===== src/rtl/aofc_pkg.sv =====
// Constants for the ADC output format and configuration bank.
// Assumes one sample clock domain; serial control pins arrive unsynchronised.
package aofc_pkg;

  // Serial control frame: 8 address bits then 16 data bits
  localparam int unsigned AOFC_ADDR_W   = 8;
  localparam int unsigned AOFC_DATA_W   = 16;
  localparam int unsigned AOFC_SHIFT_W  = 23;         // Bits held before the last one lands
  localparam logic [4:0]  AOFC_FRAME_LAST = 5'h17;    // Index of the 24th serial bit

  // Register addresses
  localparam logic [7:0] AOFC_ADDR_SOFT_RESET = 8'h00;
  localparam logic [7:0] AOFC_ADDR_NOISE_SUPP = 8'h14;
  localparam logic [7:0] AOFC_ADDR_POLARITY   = 8'h24;
  localparam logic [7:0] AOFC_ADDR_GAIN_A     = 8'h2A;
  localparam logic [7:0] AOFC_ADDR_GAIN_B     = 8'h2B;
  localparam logic [7:0] AOFC_ADDR_CLK_REF    = 8'h42;  // clock_reference_phase_config
  localparam logic [7:0] AOFC_ADDR_TEST_PAT   = 8'h45;  // test_pattern_select
  localparam logic [7:0] AOFC_ADDR_OUT_FMT    = 8'h46;  // output_format_config

  // Field positions
  localparam int unsigned AOFC_BIT_SOFT_RESET = 0;
  localparam int unsigned AOFC_BIT_TWO_WIRE   = 0;
  localparam int unsigned AOFC_BIT_DUTY       = 2;
  localparam int unsigned AOFC_BIT_CM_REF     = 3;
  localparam int unsigned AOFC_BIT_PHASE_LO   = 5;      // Two-bit field D6..D5
  localparam int unsigned AOFC_BIT_SKEW_PAT   = 0;
  localparam int unsigned AOFC_BIT_ALIGN_PAT  = 1;
  localparam int unsigned AOFC_BIT_TWOS       = 2;
  localparam int unsigned AOFC_BIT_MSB_FIRST  = 3;
  localparam int unsigned AOFC_BIT_SINGLE     = 4;
  localparam int unsigned AOFC_BIT_CENTER     = 13;

  // Channels and sample coding
  localparam int unsigned AOFC_CH        = 8;
  localparam int unsigned AOFC_RES       = 12;
  localparam logic [11:0] AOFC_SIGN_FLIP = 12'h800;
  localparam logic [11:0] AOFC_POS_SAT   = 12'h7FF;
  localparam logic [11:0] AOFC_NEG_SAT   = 12'h800;
  localparam logic [11:0] AOFC_SKEW_PAT  = 12'h555;   // Alternating ones and zeros
  localparam logic [11:0] AOFC_ALIGN_PAT = 12'hFC0;   // Six ones then six zeros

  // Digital gain, 1 dB steps, factors in Q8 (code 0 is unity)
  localparam logic [3:0]  AOFC_GAIN_MAX  = 4'hC;
  localparam int unsigned AOFC_GAIN_FRAC = 8;
  localparam logic [12:0][10:0] AOFC_GAIN_Q8 = {
    11'h3FC, 11'h38E, 11'h32B, 11'h2D3, 11'h284, 11'h23E, 11'h1FF,
    11'h1C8, 11'h196, 11'h16A, 11'h142, 11'h11F, 11'h100};

  // Serializer timing: every bit lasts four clock ticks
  localparam logic [1:0] AOFC_TICK_LAST = 2'h3;
  localparam logic [3:0] AOFC_BIT_LAST  = 4'hB;
  localparam logic [3:0] AOFC_BIT_HALF  = 4'h6;       // Frame marker high for first half

endpackage


===== src/rtl/aofc_core.sv =====
// Configuration bank and serial output path of an octal ADC: serial control
// port, sample formatting per channel, and the bit-serial data/clock outputs.
// Assumes samples come from logic on mclk_in; control pins are asynchronous.
//
// What this block does, and what its controller must write
// Register 42 D0 selects differential clock, default single
// Register 42 D2 turns on duty correction
// Register 42 D3 moves reference drive to common-mode
// Register 42 D6..D5 set bit-clock phase, default 90
// Register 45 D0 sends skew training pattern
// Register 45 D1 sends frame align pattern
// Register 46 D2 selects two's complement output
// Register 46 D3 sends most significant bit first
// Register 46 D4 selects single rate, 12x clock
// Register 46 D13 picks centre edge in single rate
// Noise suppression toggles zero output at half rate
// Registers 2A/2B set 0 to 12 dB gain
// Register 24 inverts channel polarity
// Controller writes forced ones and zeros as marked
// Controller writes zero to unused bit positions
// Controller writes all register fields in one write
`timescale 1ns/1ps

module aofc_core (
  input  wire logic             mclk_in,                              // Sample-rate system clock
  input  wire logic             arst_n_in,                            // Asynchronous reset, active low
  input  wire logic             ce_in,                                // Clock enable, freezes all state
  input  wire logic             sen_n_in,                             // Serial control select, active low
  input  wire logic             sclk_in,                              // Serial control clock
  input  wire logic             sdata_in,                             // Serial control data
  input  wire logic [7:0][11:0] adc_code_in,                          // Raw conversion codes, offset binary
  input  wire logic             sample_valid_in,                      // One-cycle strobe per new sample set
  output logic      [7:0]       serial_data_out,                      // One serial lane per channel
  output logic                  serial_bit_clock_out,                 // Bit clock beside the data
  output logic                  frame_clock_out,                      // High for first half of each word
  output logic                  two_wire_clock_input_select_out,      // Differential sample clock chosen
  output logic                  duty_correction_on_out,               // Duty-cycle correction enabled
  output logic                  reference_via_common_mode_pin_out     // Reference driven via common-mode pin
);

  // Serial control port states, Gray along idle -> shift -> done
  typedef enum logic [1:0] {
    AOFC_SP_IDLE  = 2'b00,
    AOFC_SP_SHIFT = 2'b01,
    AOFC_SP_DONE  = 2'b11
  } aofc_sp_e;

  // Everything software can program; all fields reset to zero
  typedef struct packed {
    logic        two_wire_clock_input_select;
    logic        duty_correction_on;
    logic        reference_via_common_mode_pin;
    logic [1:0]  clock_phase_code;
    logic        skew_training_pattern_on;
    logic        frame_align_pattern_on;
    logic        twos_complement_output;
    logic        msb_first_select;
    logic        single_rate_serial_select;
    logic        single_rate_center_edge_select;
    logic [7:0]  noise_suppress_on;
    logic [7:0]  polarity_swap_on;
    logic [15:0] gain_a;
    logic [15:0] gain_b;
  } aofc_cfg_s;

  // Whole module state
  typedef struct packed {
    logic             sel_meta;     // Synchroniser first stages
    logic             sclk_meta;
    logic             sdata_meta;
    logic             sel_sync;     // Synchroniser second stages
    logic             sclk_sync;
    logic             sdata_sync;
    logic             sclk_prev;    // Edge history of the synchronised clock
    aofc_sp_e         sp_state;
    logic [4:0]       bit_cnt;
    logic [22:0]      shreg;
    aofc_cfg_s        cfg;
    logic [7:0][11:0] hold;         // Latest formatted sample per channel
    logic             noise_phase;  // Flips every sample, half-rate toggle
    logic [7:0][11:0] word;         // Word being shifted out
    logic [3:0]       bit_idx;
    logic [1:0]       tick;
    logic [7:0]       ser_out;
    logic             bit_clk;
    logic             frame;
  } aofc_state_s;

  aofc_state_s      s;              // Registered state
  aofc_state_s      next_s;         // Next value
  logic [7:0][11:0] proc_word;      // Formatted sample of each channel

  // Per-channel sample path: polarity, gain, noise toggle, format
  genvar ch;
  generate
    for (ch = 0; ch < aofc_pkg::AOFC_CH; ch++)
    begin : g_chan
      logic [3:0]         raw_gain;
      logic [3:0]         gain_code;
      logic signed [11:0] centred;
      logic signed [11:0] swapped;
      logic signed [12:0] factor;
      logic signed [24:0] product;
      logic signed [24:0] scaled;
      logic [11:0]        gained;
      logic [11:0]        toggled;

      // Gain nibbles run upward in 2A and downward in 2B
      if (ch < 4)
      begin : g_lo
        assign raw_gain = s.cfg.gain_a[4*ch +: 4];
      end
      else
      begin : g_hi
        assign raw_gain = s.cfg.gain_b[4*(7-ch) +: 4];
      end

      always_comb
      begin
        // Codes above 12 dB clamp rather than wrap
        gain_code = (raw_gain > aofc_pkg::AOFC_GAIN_MAX) ? aofc_pkg::AOFC_GAIN_MAX : raw_gain;
        centred   = signed'(adc_code_in[ch] ^ aofc_pkg::AOFC_SIGN_FLIP);
        // One's complement keeps full scale in range, at the cost of one LSB
        swapped   = s.cfg.polarity_swap_on[ch] ? ~centred : centred;
        factor    = signed'({2'b00, aofc_pkg::AOFC_GAIN_Q8[gain_code]});
        product   = swapped * factor;
        scaled    = product >>> aofc_pkg::AOFC_GAIN_FRAC;
        // Saturate instead of wrapping on overflow
        if (scaled[24:11] == {14{scaled[24]}})
        begin
          gained = scaled[11:0];
        end
        else
        begin
          gained = scaled[24] ? aofc_pkg::AOFC_NEG_SAT : aofc_pkg::AOFC_POS_SAT;
        end
        // Zero input then alternates every sample, i.e. at half the sample rate
        toggled = gained ^ {11'h000, s.cfg.noise_suppress_on[ch] & s.noise_phase};
        // Offset binary flips the sign bit back
        proc_word[ch] = s.cfg.twos_complement_output ? toggled
                                                     : (toggled ^ aofc_pkg::AOFC_SIGN_FLIP);
      end
    end
  endgenerate

  // Next-state logic for control port, registers and serializer
  always_comb
  begin
    logic        sclk_rise;
    logic [23:0] frame_bits;
    logic [3:0]  bit_sel;
    logic [2:0]  phase_off;
    logic [2:0]  pair_pos;
    sclk_rise  = 1'b0;
    frame_bits = '0;
    bit_sel    = '0;
    phase_off  = '0;
    pair_pos   = '0;
    next_s     = s;
    if (ce_in)
    begin
      // Two-flop synchronisers on all control pins
      next_s.sel_meta   = ~sen_n_in;
      next_s.sclk_meta  = sclk_in;
      next_s.sdata_meta = sdata_in;
      next_s.sel_sync   = s.sel_meta;
      next_s.sclk_sync  = s.sclk_meta;
      next_s.sdata_sync = s.sdata_meta;
      next_s.sclk_prev  = s.sclk_sync;
      sclk_rise         = s.sclk_sync & ~s.sclk_prev;

      // Serial write: address then data, MSB first, latched on rising clock
      unique case (s.sp_state)
        AOFC_SP_IDLE:
        begin
          // Start of a frame
          if (s.sel_sync)
          begin
            next_s.sp_state = AOFC_SP_SHIFT;
            next_s.bit_cnt  = '0;
          end
        end
        AOFC_SP_SHIFT:
        begin
          if (!s.sel_sync)
          begin
            // Short frame dropped without writing anything
            next_s.sp_state = AOFC_SP_IDLE;
          end
          else if (sclk_rise)
          begin
            if (s.bit_cnt == aofc_pkg::AOFC_FRAME_LAST)
            begin
              // Whole register is replaced in one go; partial updates do not exist
              frame_bits      = {s.shreg, s.sdata_sync};
              next_s.sp_state = AOFC_SP_DONE;
              // Only named fields are stored; forced and unused bits are dropped
              unique case (frame_bits[23:16])
                aofc_pkg::AOFC_ADDR_SOFT_RESET:
                begin
                  // Self-clearing: nothing to store, all fields to defaults
                  if (frame_bits[aofc_pkg::AOFC_BIT_SOFT_RESET])
                  begin
                    next_s.cfg = '0;
                  end
                end
                aofc_pkg::AOFC_ADDR_NOISE_SUPP:
                  next_s.cfg.noise_suppress_on = frame_bits[7:0];
                aofc_pkg::AOFC_ADDR_POLARITY:
                  next_s.cfg.polarity_swap_on = frame_bits[7:0];
                aofc_pkg::AOFC_ADDR_GAIN_A:
                  next_s.cfg.gain_a = frame_bits[15:0];
                aofc_pkg::AOFC_ADDR_GAIN_B:
                  next_s.cfg.gain_b = frame_bits[15:0];
                aofc_pkg::AOFC_ADDR_CLK_REF:
                begin
                  next_s.cfg.two_wire_clock_input_select   = frame_bits[aofc_pkg::AOFC_BIT_TWO_WIRE];
                  next_s.cfg.duty_correction_on            = frame_bits[aofc_pkg::AOFC_BIT_DUTY];
                  next_s.cfg.reference_via_common_mode_pin = frame_bits[aofc_pkg::AOFC_BIT_CM_REF];
                  next_s.cfg.clock_phase_code = frame_bits[aofc_pkg::AOFC_BIT_PHASE_LO +: 2];
                end
                aofc_pkg::AOFC_ADDR_TEST_PAT:
                begin
                  next_s.cfg.skew_training_pattern_on = frame_bits[aofc_pkg::AOFC_BIT_SKEW_PAT];
                  next_s.cfg.frame_align_pattern_on   = frame_bits[aofc_pkg::AOFC_BIT_ALIGN_PAT];
                end
                aofc_pkg::AOFC_ADDR_OUT_FMT:
                begin
                  next_s.cfg.twos_complement_output    = frame_bits[aofc_pkg::AOFC_BIT_TWOS];
                  next_s.cfg.msb_first_select          = frame_bits[aofc_pkg::AOFC_BIT_MSB_FIRST];
                  next_s.cfg.single_rate_serial_select = frame_bits[aofc_pkg::AOFC_BIT_SINGLE];
                  next_s.cfg.single_rate_center_edge_select = frame_bits[aofc_pkg::AOFC_BIT_CENTER];
                end
                default:
                begin
                  // Other addresses are accepted and ignored
                end
              endcase
            end
            else
            begin
              next_s.shreg   = {s.shreg[21:0], s.sdata_sync};
              next_s.bit_cnt = s.bit_cnt + 5'h01;
            end
          end
        end
        AOFC_SP_DONE:
        begin
          // Extra clocks after 24 bits are ignored until deselect
          if (!s.sel_sync)
          begin
            next_s.sp_state = AOFC_SP_IDLE;
          end
        end
        default:
        begin
          next_s.sp_state = AOFC_SP_IDLE;
        end
      endcase

      // Capture newest formatted samples; overrun keeps the latest
      if (sample_valid_in)
      begin
        next_s.hold        = proc_word;
        next_s.noise_phase = ~s.noise_phase;
      end

      // Output bit of the current position, order per setting
      bit_sel = s.cfg.msb_first_select ? (aofc_pkg::AOFC_BIT_LAST - s.bit_idx) : s.bit_idx;
      for (int i = 0; i < aofc_pkg::AOFC_CH; i++)
      begin
        next_s.ser_out[i] = s.word[i][bit_sel];
      end

      // Bit clock: one period per bit in single rate, per two bits otherwise
      if (s.cfg.single_rate_serial_select)
      begin
        // Rising edge sits mid-bit unless the falling edge is chosen
        next_s.bit_clk = s.tick[1] ^ s.cfg.single_rate_center_edge_select;
      end
      else
      begin
        // Each code step shifts the clock a quarter period; code 0 gives 90 degrees
        phase_off      = {2'(s.cfg.clock_phase_code + 2'h1), 1'b0};
        pair_pos       = {s.bit_idx[0], s.tick} - phase_off;
        next_s.bit_clk = pair_pos[2];
      end
      next_s.frame = (s.bit_idx < aofc_pkg::AOFC_BIT_HALF);

      // Advance bit position; reload a word at each word boundary
      if (s.tick == aofc_pkg::AOFC_TICK_LAST)
      begin
        next_s.tick = '0;
        if (s.bit_idx == aofc_pkg::AOFC_BIT_LAST)
        begin
          next_s.bit_idx = '0;
          for (int i = 0; i < aofc_pkg::AOFC_CH; i++)
          begin
            // Skew pattern wins should both test modes be set
            if (s.cfg.skew_training_pattern_on)
            begin
              next_s.word[i] = aofc_pkg::AOFC_SKEW_PAT;
            end
            else if (s.cfg.frame_align_pattern_on)
            begin
              next_s.word[i] = aofc_pkg::AOFC_ALIGN_PAT;
            end
            else
            begin
              next_s.word[i] = s.hold[i];
            end
          end
        end
        else
        begin
          next_s.bit_idx = s.bit_idx + 4'h1;
        end
      end
      else
      begin
        next_s.tick = s.tick + 2'h1;
      end
    end
  end

  // State register; every field resets to zero
  always_ff @(posedge mclk_in or negedge arst_n_in)
  begin
    if (!arst_n_in)
    begin
      s <= '0;
    end
    else
    begin
      s <= next_s;
    end
  end

  // Outputs straight from state flops
  assign serial_data_out                   = s.ser_out;
  assign serial_bit_clock_out              = s.bit_clk;
  assign frame_clock_out                   = s.frame;
  assign two_wire_clock_input_select_out   = s.cfg.two_wire_clock_input_select;
  assign duty_correction_on_out            = s.cfg.duty_correction_on;
  assign reference_via_common_mode_pin_out = s.cfg.reference_via_common_mode_pin;

endmodule // aofc_core


===== config.mk =====
export PLATFORM = sky130hd
export DESIGN_NAME = aofc_core
export DESIGN_NICKNAME = d
export VERILOG_FILES = /design/src/rtl/aofc_pkg.sv /design/src/rtl/aofc_core.sv
export SDC_FILE = /design/constraint.sdc
export NUM_CORES = 2
export LEC_CHECK = 0
export BUFFER_PORTS_ARGS = -buffer_cell sky130_fd_sc_hd__buf_2
export CELL_PAD_IN_SITES_DETAIL_PLACEMENT = 2
export CELL_PAD_IN_SITES_GLOBAL_PLACEMENT = 2
export CORE_MARGIN = 3
export CORE_UTILIZATION = 41
export DETAILED_ROUTE_END_ITERATION = 8
export PLACE_DENSITY_LB_ADDON = 0.2
export SLEW_MARGIN = 40
export SYNTH_ARGS = -nofsm -noshare
export SYNTH_HDL_FRONTEND = slang
export SYNTH_SLANG_ARGS = --single-unit

===== constraint.sdc =====
create_clock -name mclk_in -period 9.7 [get_ports mclk_in]
set_input_delay 1.94 -clock mclk_in [delete_from_list [all_inputs] [get_ports mclk_in]]
set_output_delay 1.94 -clock mclk_in [all_outputs]
set_load 0.02 [all_outputs]

### Word level (Yosys, flattened, before mapping)

Memory sizes are Yosys's and may differ from the RTL's.
Index checks and enable logic that the tools add are counted.

* $add $sub $neg: 6
* multipliers: 8
* order comparisons: 18
* equality and inequality tests: 28
* multiplexer cells: 102
* bitwise operators: 46
* reduce and logical (&&, ||, !) cells: 23

Operator list (count)
* $mux W12: 48
* $mul A12 B12 Y24: 8
* $mux W59: 2
* $not A12 Y12: 8
* $xor A12 B1 Y12: 8
* $mux W89: 1
* $mux W11: 8
* $mux W87: 1
* $pmux W16 S2: 2
* $reduce_and A7 Y1: 7
* $lt A4 B5 Y1 const B: 9
* $eq A5 B5 Y1: 8
* $mux W4: 10
* $bmux W1 S4: 8
* $gt A4 B4 Y1 const B: 8
* $pmux W8 S2: 2
* $mux W28: 1
* $eq A8 B6 Y1 const B: 3
* $eq A8 B7 Y1 const B: 3
* $not A1 Y1: 20
* $pmux W5 S2: 2
* $reduce_bool A2 Y1: 8
* $ne A2 B2 Y1 const B: 6
* $reduce_and A5 Y1: 2
* other kinds (25): 48

* flip-flop bits (word level): 305
* bits in read-only memories: 1408
* input port bits: 103
* output and inout port bits: 13
* logic and storage cells: 285
* memories: 8

Memories
* (no name shown): depth 16, bits a word 11, rd ports 1, clocked after memory_dff 0, wr ports 0, RTL line aofc_core.sv:125 `factor = signed'({2'b00, aofc_pkg::AOFC_GAIN_Q8[gain_code]});`
* (no name shown): depth 16, bits a word 11, rd ports 1, clocked after memory_dff 0, wr ports 0, RTL line aofc_core.sv:125
* (no name shown): depth 16, bits a word 11, rd ports 1, clocked after memory_dff 0, wr ports 0, RTL line aofc_core.sv:125
* (no name shown): depth 16, bits a word 11, rd ports 1, clocked after memory_dff 0, wr ports 0, RTL line aofc_core.sv:125
* (no name shown): depth 16, bits a word 11, rd ports 1, clocked after memory_dff 0, wr ports 0, RTL line aofc_core.sv:125
* (no name shown): depth 16, bits a word 11, rd ports 1, clocked after memory_dff 0, wr ports 0, RTL line aofc_core.sv:125
* +2 memories

### Depth between registers and ports, before layout

* word-level depth: 10
* mapped depth: 33
* mapped depth without buffers: 29

### Worst setup path before layout

Ideal clock, no wire load.

* path type: input-to-reg
* start: in adc_code_in[31] in the netlist's numbering
* end: reg s[138] in the netlist's numbering
* library setup time: 133 ps
* arrival: 7541 ps
* data required time: 9567 ps
* slack: 2026 ps
* stages: 21
* path buffers: 0
* path through: xor2_1 nand2_1 fa_1 fa_1 fa_1 inv_1 fa_1 inv_1 fa_1 inv_1 ha_1 and3_1 and2_1 a221oi_1 o21ai_2 a221oi_1 nand4_1 o311a_1 o31a_1 nor2_2 a21oi_1

* cells in the longest elaborated chain, start to end: 7
* elaborated cells between the ends (all ways): 8
* classes of those cells: mul (1); eq/ne (1); mux (4); bitwise (2)

RTL lines
* from (decl): RTL line aofc_core.sv:31 `input wire logic [7:0][11:0] adc_code_in,`
* $not A12 Y12: RTL line aofc_core.sv:124 `swapped = s.cfg.polarity_swap_on[ch] ? ~centred : centred;`
* $mux W12 (*): RTL line aofc_core.sv:124
* $mul A12 B12 Y24 (*): RTL line aofc_core.sv:126 `product = swapped * factor;`
* $eq A5 B5 Y1 or $mux W12 (tied branches): RTL line aofc_core.sv:129, aofc_core.sv:135
* $mux W12 (*): RTL line aofc_core.sv:129 `if (scaled[24:11] == {14{scaled[24]}})`
* $xor A12 B1 Y12 (*): RTL line aofc_core.sv:138 `toggled = gained ^ {11'h000, s.cfg.noise_suppress_on[ch] & s.noise_phase};`
* $mux W12 (*): RTL line aofc_core.sv:140 `proc_word[ch] = s.cfg.twos_complement_output ? toggled`
* to (signal assigned): RTL line aofc_core.sv:335 `s <= next_s;`
* to (decl): RTL line aofc_core.sv:89 `aofc_state_s s;`

Every way passes the cells marked *; elsewhere a longest branch is shown, timed or not.
A chain may end at the register's enable or synchronous reset.

### Final worst setup path

* start: in adc_code_in[71] in the netlist's numbering
* end: reg s[183] in the netlist's numbering

* cells in the longest elaborated chain, start to end: 8
* elaborated cells between the ends (all ways): 9
* classes of those cells: mul (1); eq/ne (1); mux (4); bitwise (3)

RTL lines (RTL line)
* $not A1 Y1 (no line) (*)
* $not A12 Y12: aofc_core.sv:124
* $mux W12 (*): aofc_core.sv:124
* $mul A12 B12 Y24 (*): aofc_core.sv:126
* $eq A5 B5 Y1 or $mux W12 (tied branches): aofc_core.sv:129, aofc_core.sv:135
* $mux W12 (*): aofc_core.sv:129
* $xor A12 B1 Y12 (*): aofc_core.sv:138
* $mux W12 (*): aofc_core.sv:140

Marks and branches as above.

==> metrics.yaml <==
detailed_routing:
  dr.first_iter.drc_count: 1922
  viasPerCell: 5.29
  num_vias: 42900
  drc: 0
  post_drt_wl_per_cell_microns: 20.5
  ant_nets: 0
  wirelength_microns: 167000
  firstDrtPassIters: 5
yosys:
  ys_warn_count: 0
  ys_seq_area_share_pct: 14.1
  syn-cell-area_sq_um: 54000
  ys_async_sr_fraction_pct: 100
  ys_types: 105
  netlist_instances: 6322
  syn_avg_cell_area_sq_um: 8.53
  synthFlopType: "dfrtp_1"
  ys_seq_elements: 305
  synth-edff-count: 0
  syn_nets: 7734
clock_tree:
  htreeDepth: 2
  cts_resized: 0
  cts_sinks: 305
  cts_tree: "yes"
  cts_root_buffer: "clkbuf_16"
  clkTransAtPathRegs_ns: 0.05
  cts_made_buffers: 35
  clk_latency_ns: 0.54
  cts_buffer_depth: 3
  post_cts_buffers: 0
  cts_hold_buf: 0
global_route:
  grt_max_degree: 98
  grt_usage_pct: 24.8
  grt_overflow: 0
  antenna_found_initial: 6
  grt_pass1_vias: 50500
  grt_first_pass_wirelength_microns: 273000
sta:
  fin_crit_sh_pct: 84.9
  max_slew_margin_pct: 43.8
  hold_slack_ns: 0.475
  timing.final.crit_period_ns: 8.24
  fmax_mhz: 121
  fin_worst_skew_ns: 0.0228
  rsz0062_at_grt: "false"
  drv_slew: 0
  hold_violations: 0
  final.setup.tns_ns: 0
  setup_viol_count_final: 0
  worst_slack_ns: 1.46
  tightest_slew_ns: 0.840
die:
  placementRows: 132
  initial_core_util_pct: 41.5
  io_pins: 116
  coreArea_sq_um: 130000
  die_x_microns: 369
  die_h_microns: 369
  die_area_sq_um: 136000
setup_path:
  endpoint_kind: "flip-flop"
  path_max_fanout: 10
  critPathLaunchType: "input pin"
  cp.required_ns: 10.14
  criticalPathCategory: "input pin to flip-flop"
  cp.arrival_ns: 8.68
placed_design:
  port_buffers: 115
  place_congestion: 0.825
  place_ws_ns: 0.761
  dp_hpwl_microns: 135000
run_status:
  outcome: "completed"
power:
  p_per_area_nw_per_um2: 71.3
  peakVddDrop_v: 0.0000991
  power.leakage_nw: 30.1
layout:
  drive_above_1_share_pct: 7.01
  nNetsFinal: 7749
  syn_to_final_growth_pct: 8.05
job:
  maxCapViolations: 0
min_path:
  hp-class: "flip-flop to flip-flop"
==> registers in the layout (all words and copies together) (netlist names) <==
name                               count
serial_bit_clock_out                   1
two_wire_clock_input_select_out        1
s                                    260
duty_correction_on_out                 1
g_chan.raw_gain                       32
reference_via_common_mode_pin_out      1
frame_clock_out                        1
serial_data_out                        8
==> critical path, cell delays in order <==
cell       delay [ns]
buf_2            0.10
xnor2_1          0.61
nand2_1          0.27
fa_1             0.66
inv_1            0.14
fa_1             0.49
fa_1             0.52
fa_1             0.50
inv_1            0.06
fa_1             0.48
inv_1            0.05
ha_1             0.36
a21o_1           0.19
a21oi_1          0.27
o211a_1          0.20
o311ai_1         0.14
and2_1           0.22
a2111oi_1        0.46
nor3_2           0.16
nor2_1           0.44
o21ai_0          0.21
o21ai_0          0.20
==> Yosys cell counts, types with 14 or more instances <==
master | count | area [sq um]
inv_1 | 1346 | 5050
nand2_1 | 1192 | 4470
fa_1 | 888 | 17800
ha_1 | 421 | 5270
dfrtp_1 | 305 | 7630
o21ai_0 | 256 | 1280
nor2_1 | 249 | 935
a21oi_1 | 243 | 1220
clkbuf_1 | 183 | 687
xor2_1 | 146 | 1280
and2_1 | 134 | 838
xnor2_1 | 114 | 998
nor2b_1 | 105 | 657
nand3_1 | 50 | 250
nor3_1 | 49 | 245
a21o_1 | 47 | 353
o31ai_1 | 37 | 278
nand2b_1 | 36 | 225
o21ai_1 | 28 | 140
a31oi_1 | 27 | 169
a211oi_1 | 25 | 188
mux4_2 | 24 | 541
o21a_1 | 24 | 180
nand4_1 | 22 | 138
buf_4 | 19 | 143
mux2i_1 | 19 | 190
o22a_1 | 18 | 158
buf_2 | 17 | 85.1
o211ai_1 | 17 | 128
and3_1 | 16 | 100
o22ai_1 | 16 | 100
buf_1 | 14 | 52.6
==> logic make-up after synthesis <==
logic type | after synthesis | synth area share [%]
xor+xnor | 263 | 4.35
simple gates | 1947 | 16.0
fa+ha+maj | 1309 | 42.7
flops | 305 | 14.1
mux | 54 | 1.58
buf+inv | 1583 | 11.2
compound gates | 861 | 9.96
==> layout make-up <==
class	count	area [sq um]
Sequential cell	305	7640
Fill cell	14600	71800
Timing Repair Buffer	214	1400
Antenna cell	1	2.50
Inverter	1347	5060
Clock inverter	15	168
Tap cell	1742	2180
Clock buffer	48	1020
Multi-Input combinational cell	4434	40800
==> final timing paths <==
kind	start	end	slack, ns	cells after the start
setup / recovery	adc_code_in[71]	s[183]$_DFFE_PN0P_	1.46	22
hold reg to reg	s[111]$_DFFE_PN0P_	s[111]$_DFFE_PN0P_	0.48	2
min in group asynchronous	arst_n_in	s[171]$_DFFE_PN0P_	1.27	1
setup reg to reg	g_chan[0].raw_gain[2]$_DFFE_PN0P_	s[117]$_DFFE_PN0P_	1.49	25
max in group asynchronous	arst_n_in	s[245]$_DFFE_PN0P_	7.36	2
hold / removal	s[111]$_DFFE_PN0P_	s[111]$_DFFE_PN0P_	0.48	2
==> where the power goes <==
group | internal, W | total, W | leakage, nW | switching (W)
sequential | 0.00149 | 0.00170 | 3.98 | 0.000205
clock | 0.000817 | 0.00136 | 0.589 | 0.000548
combinational | 0.000442 | 0.00110 | 25.5 | 0.000655
==> cells in the final DEF (no fill, tap or decap), types with 37 or more instances in the layout <==
cell	n
buf_2	114
o31ai_1	37
a21o_1	47
o21ai_0	252
xor2_1	98
fa_1	888
inv_1	1346
nand2_1	1190
dfrtp_1	300
ha_1	421
nor2_1	242
buf_4	91
nand3_1	50
a21oi_1	236
and2_1	132
xor2_2	47
nor3_1	45
xnor2_1	110
nor2b_1	105
==> metal layers <==
layer / part of all wire [%] / up-vias / GRT usage (%) / wire length (microns)
li1: - / 19400 / - / -
met1: 44 / 22700 / 32.1 / 72900
met2: 52 / 521 / 46.0 / 87200
met3: 2.3 / 174 / 1.68 / 3840
met4: 1.6 / 0 / 4.18 / 2630
met5: 0 / - / 0 / 0
==> per-stage QoR <==
stage	util, %	area (sq um)	total power (W)	cells
floorplan	-	54000	0.00234	6322
global placement	43.4	56500	0.00270	8038
detailed placement	43.7	56900	0.00280	8042
CTS	44.7	58100	0.00419	8105
global route	44.8	58300	0.00440	8105
finish	44.8	58300	0.00416	8106
(Power assumes the default switching activity.)
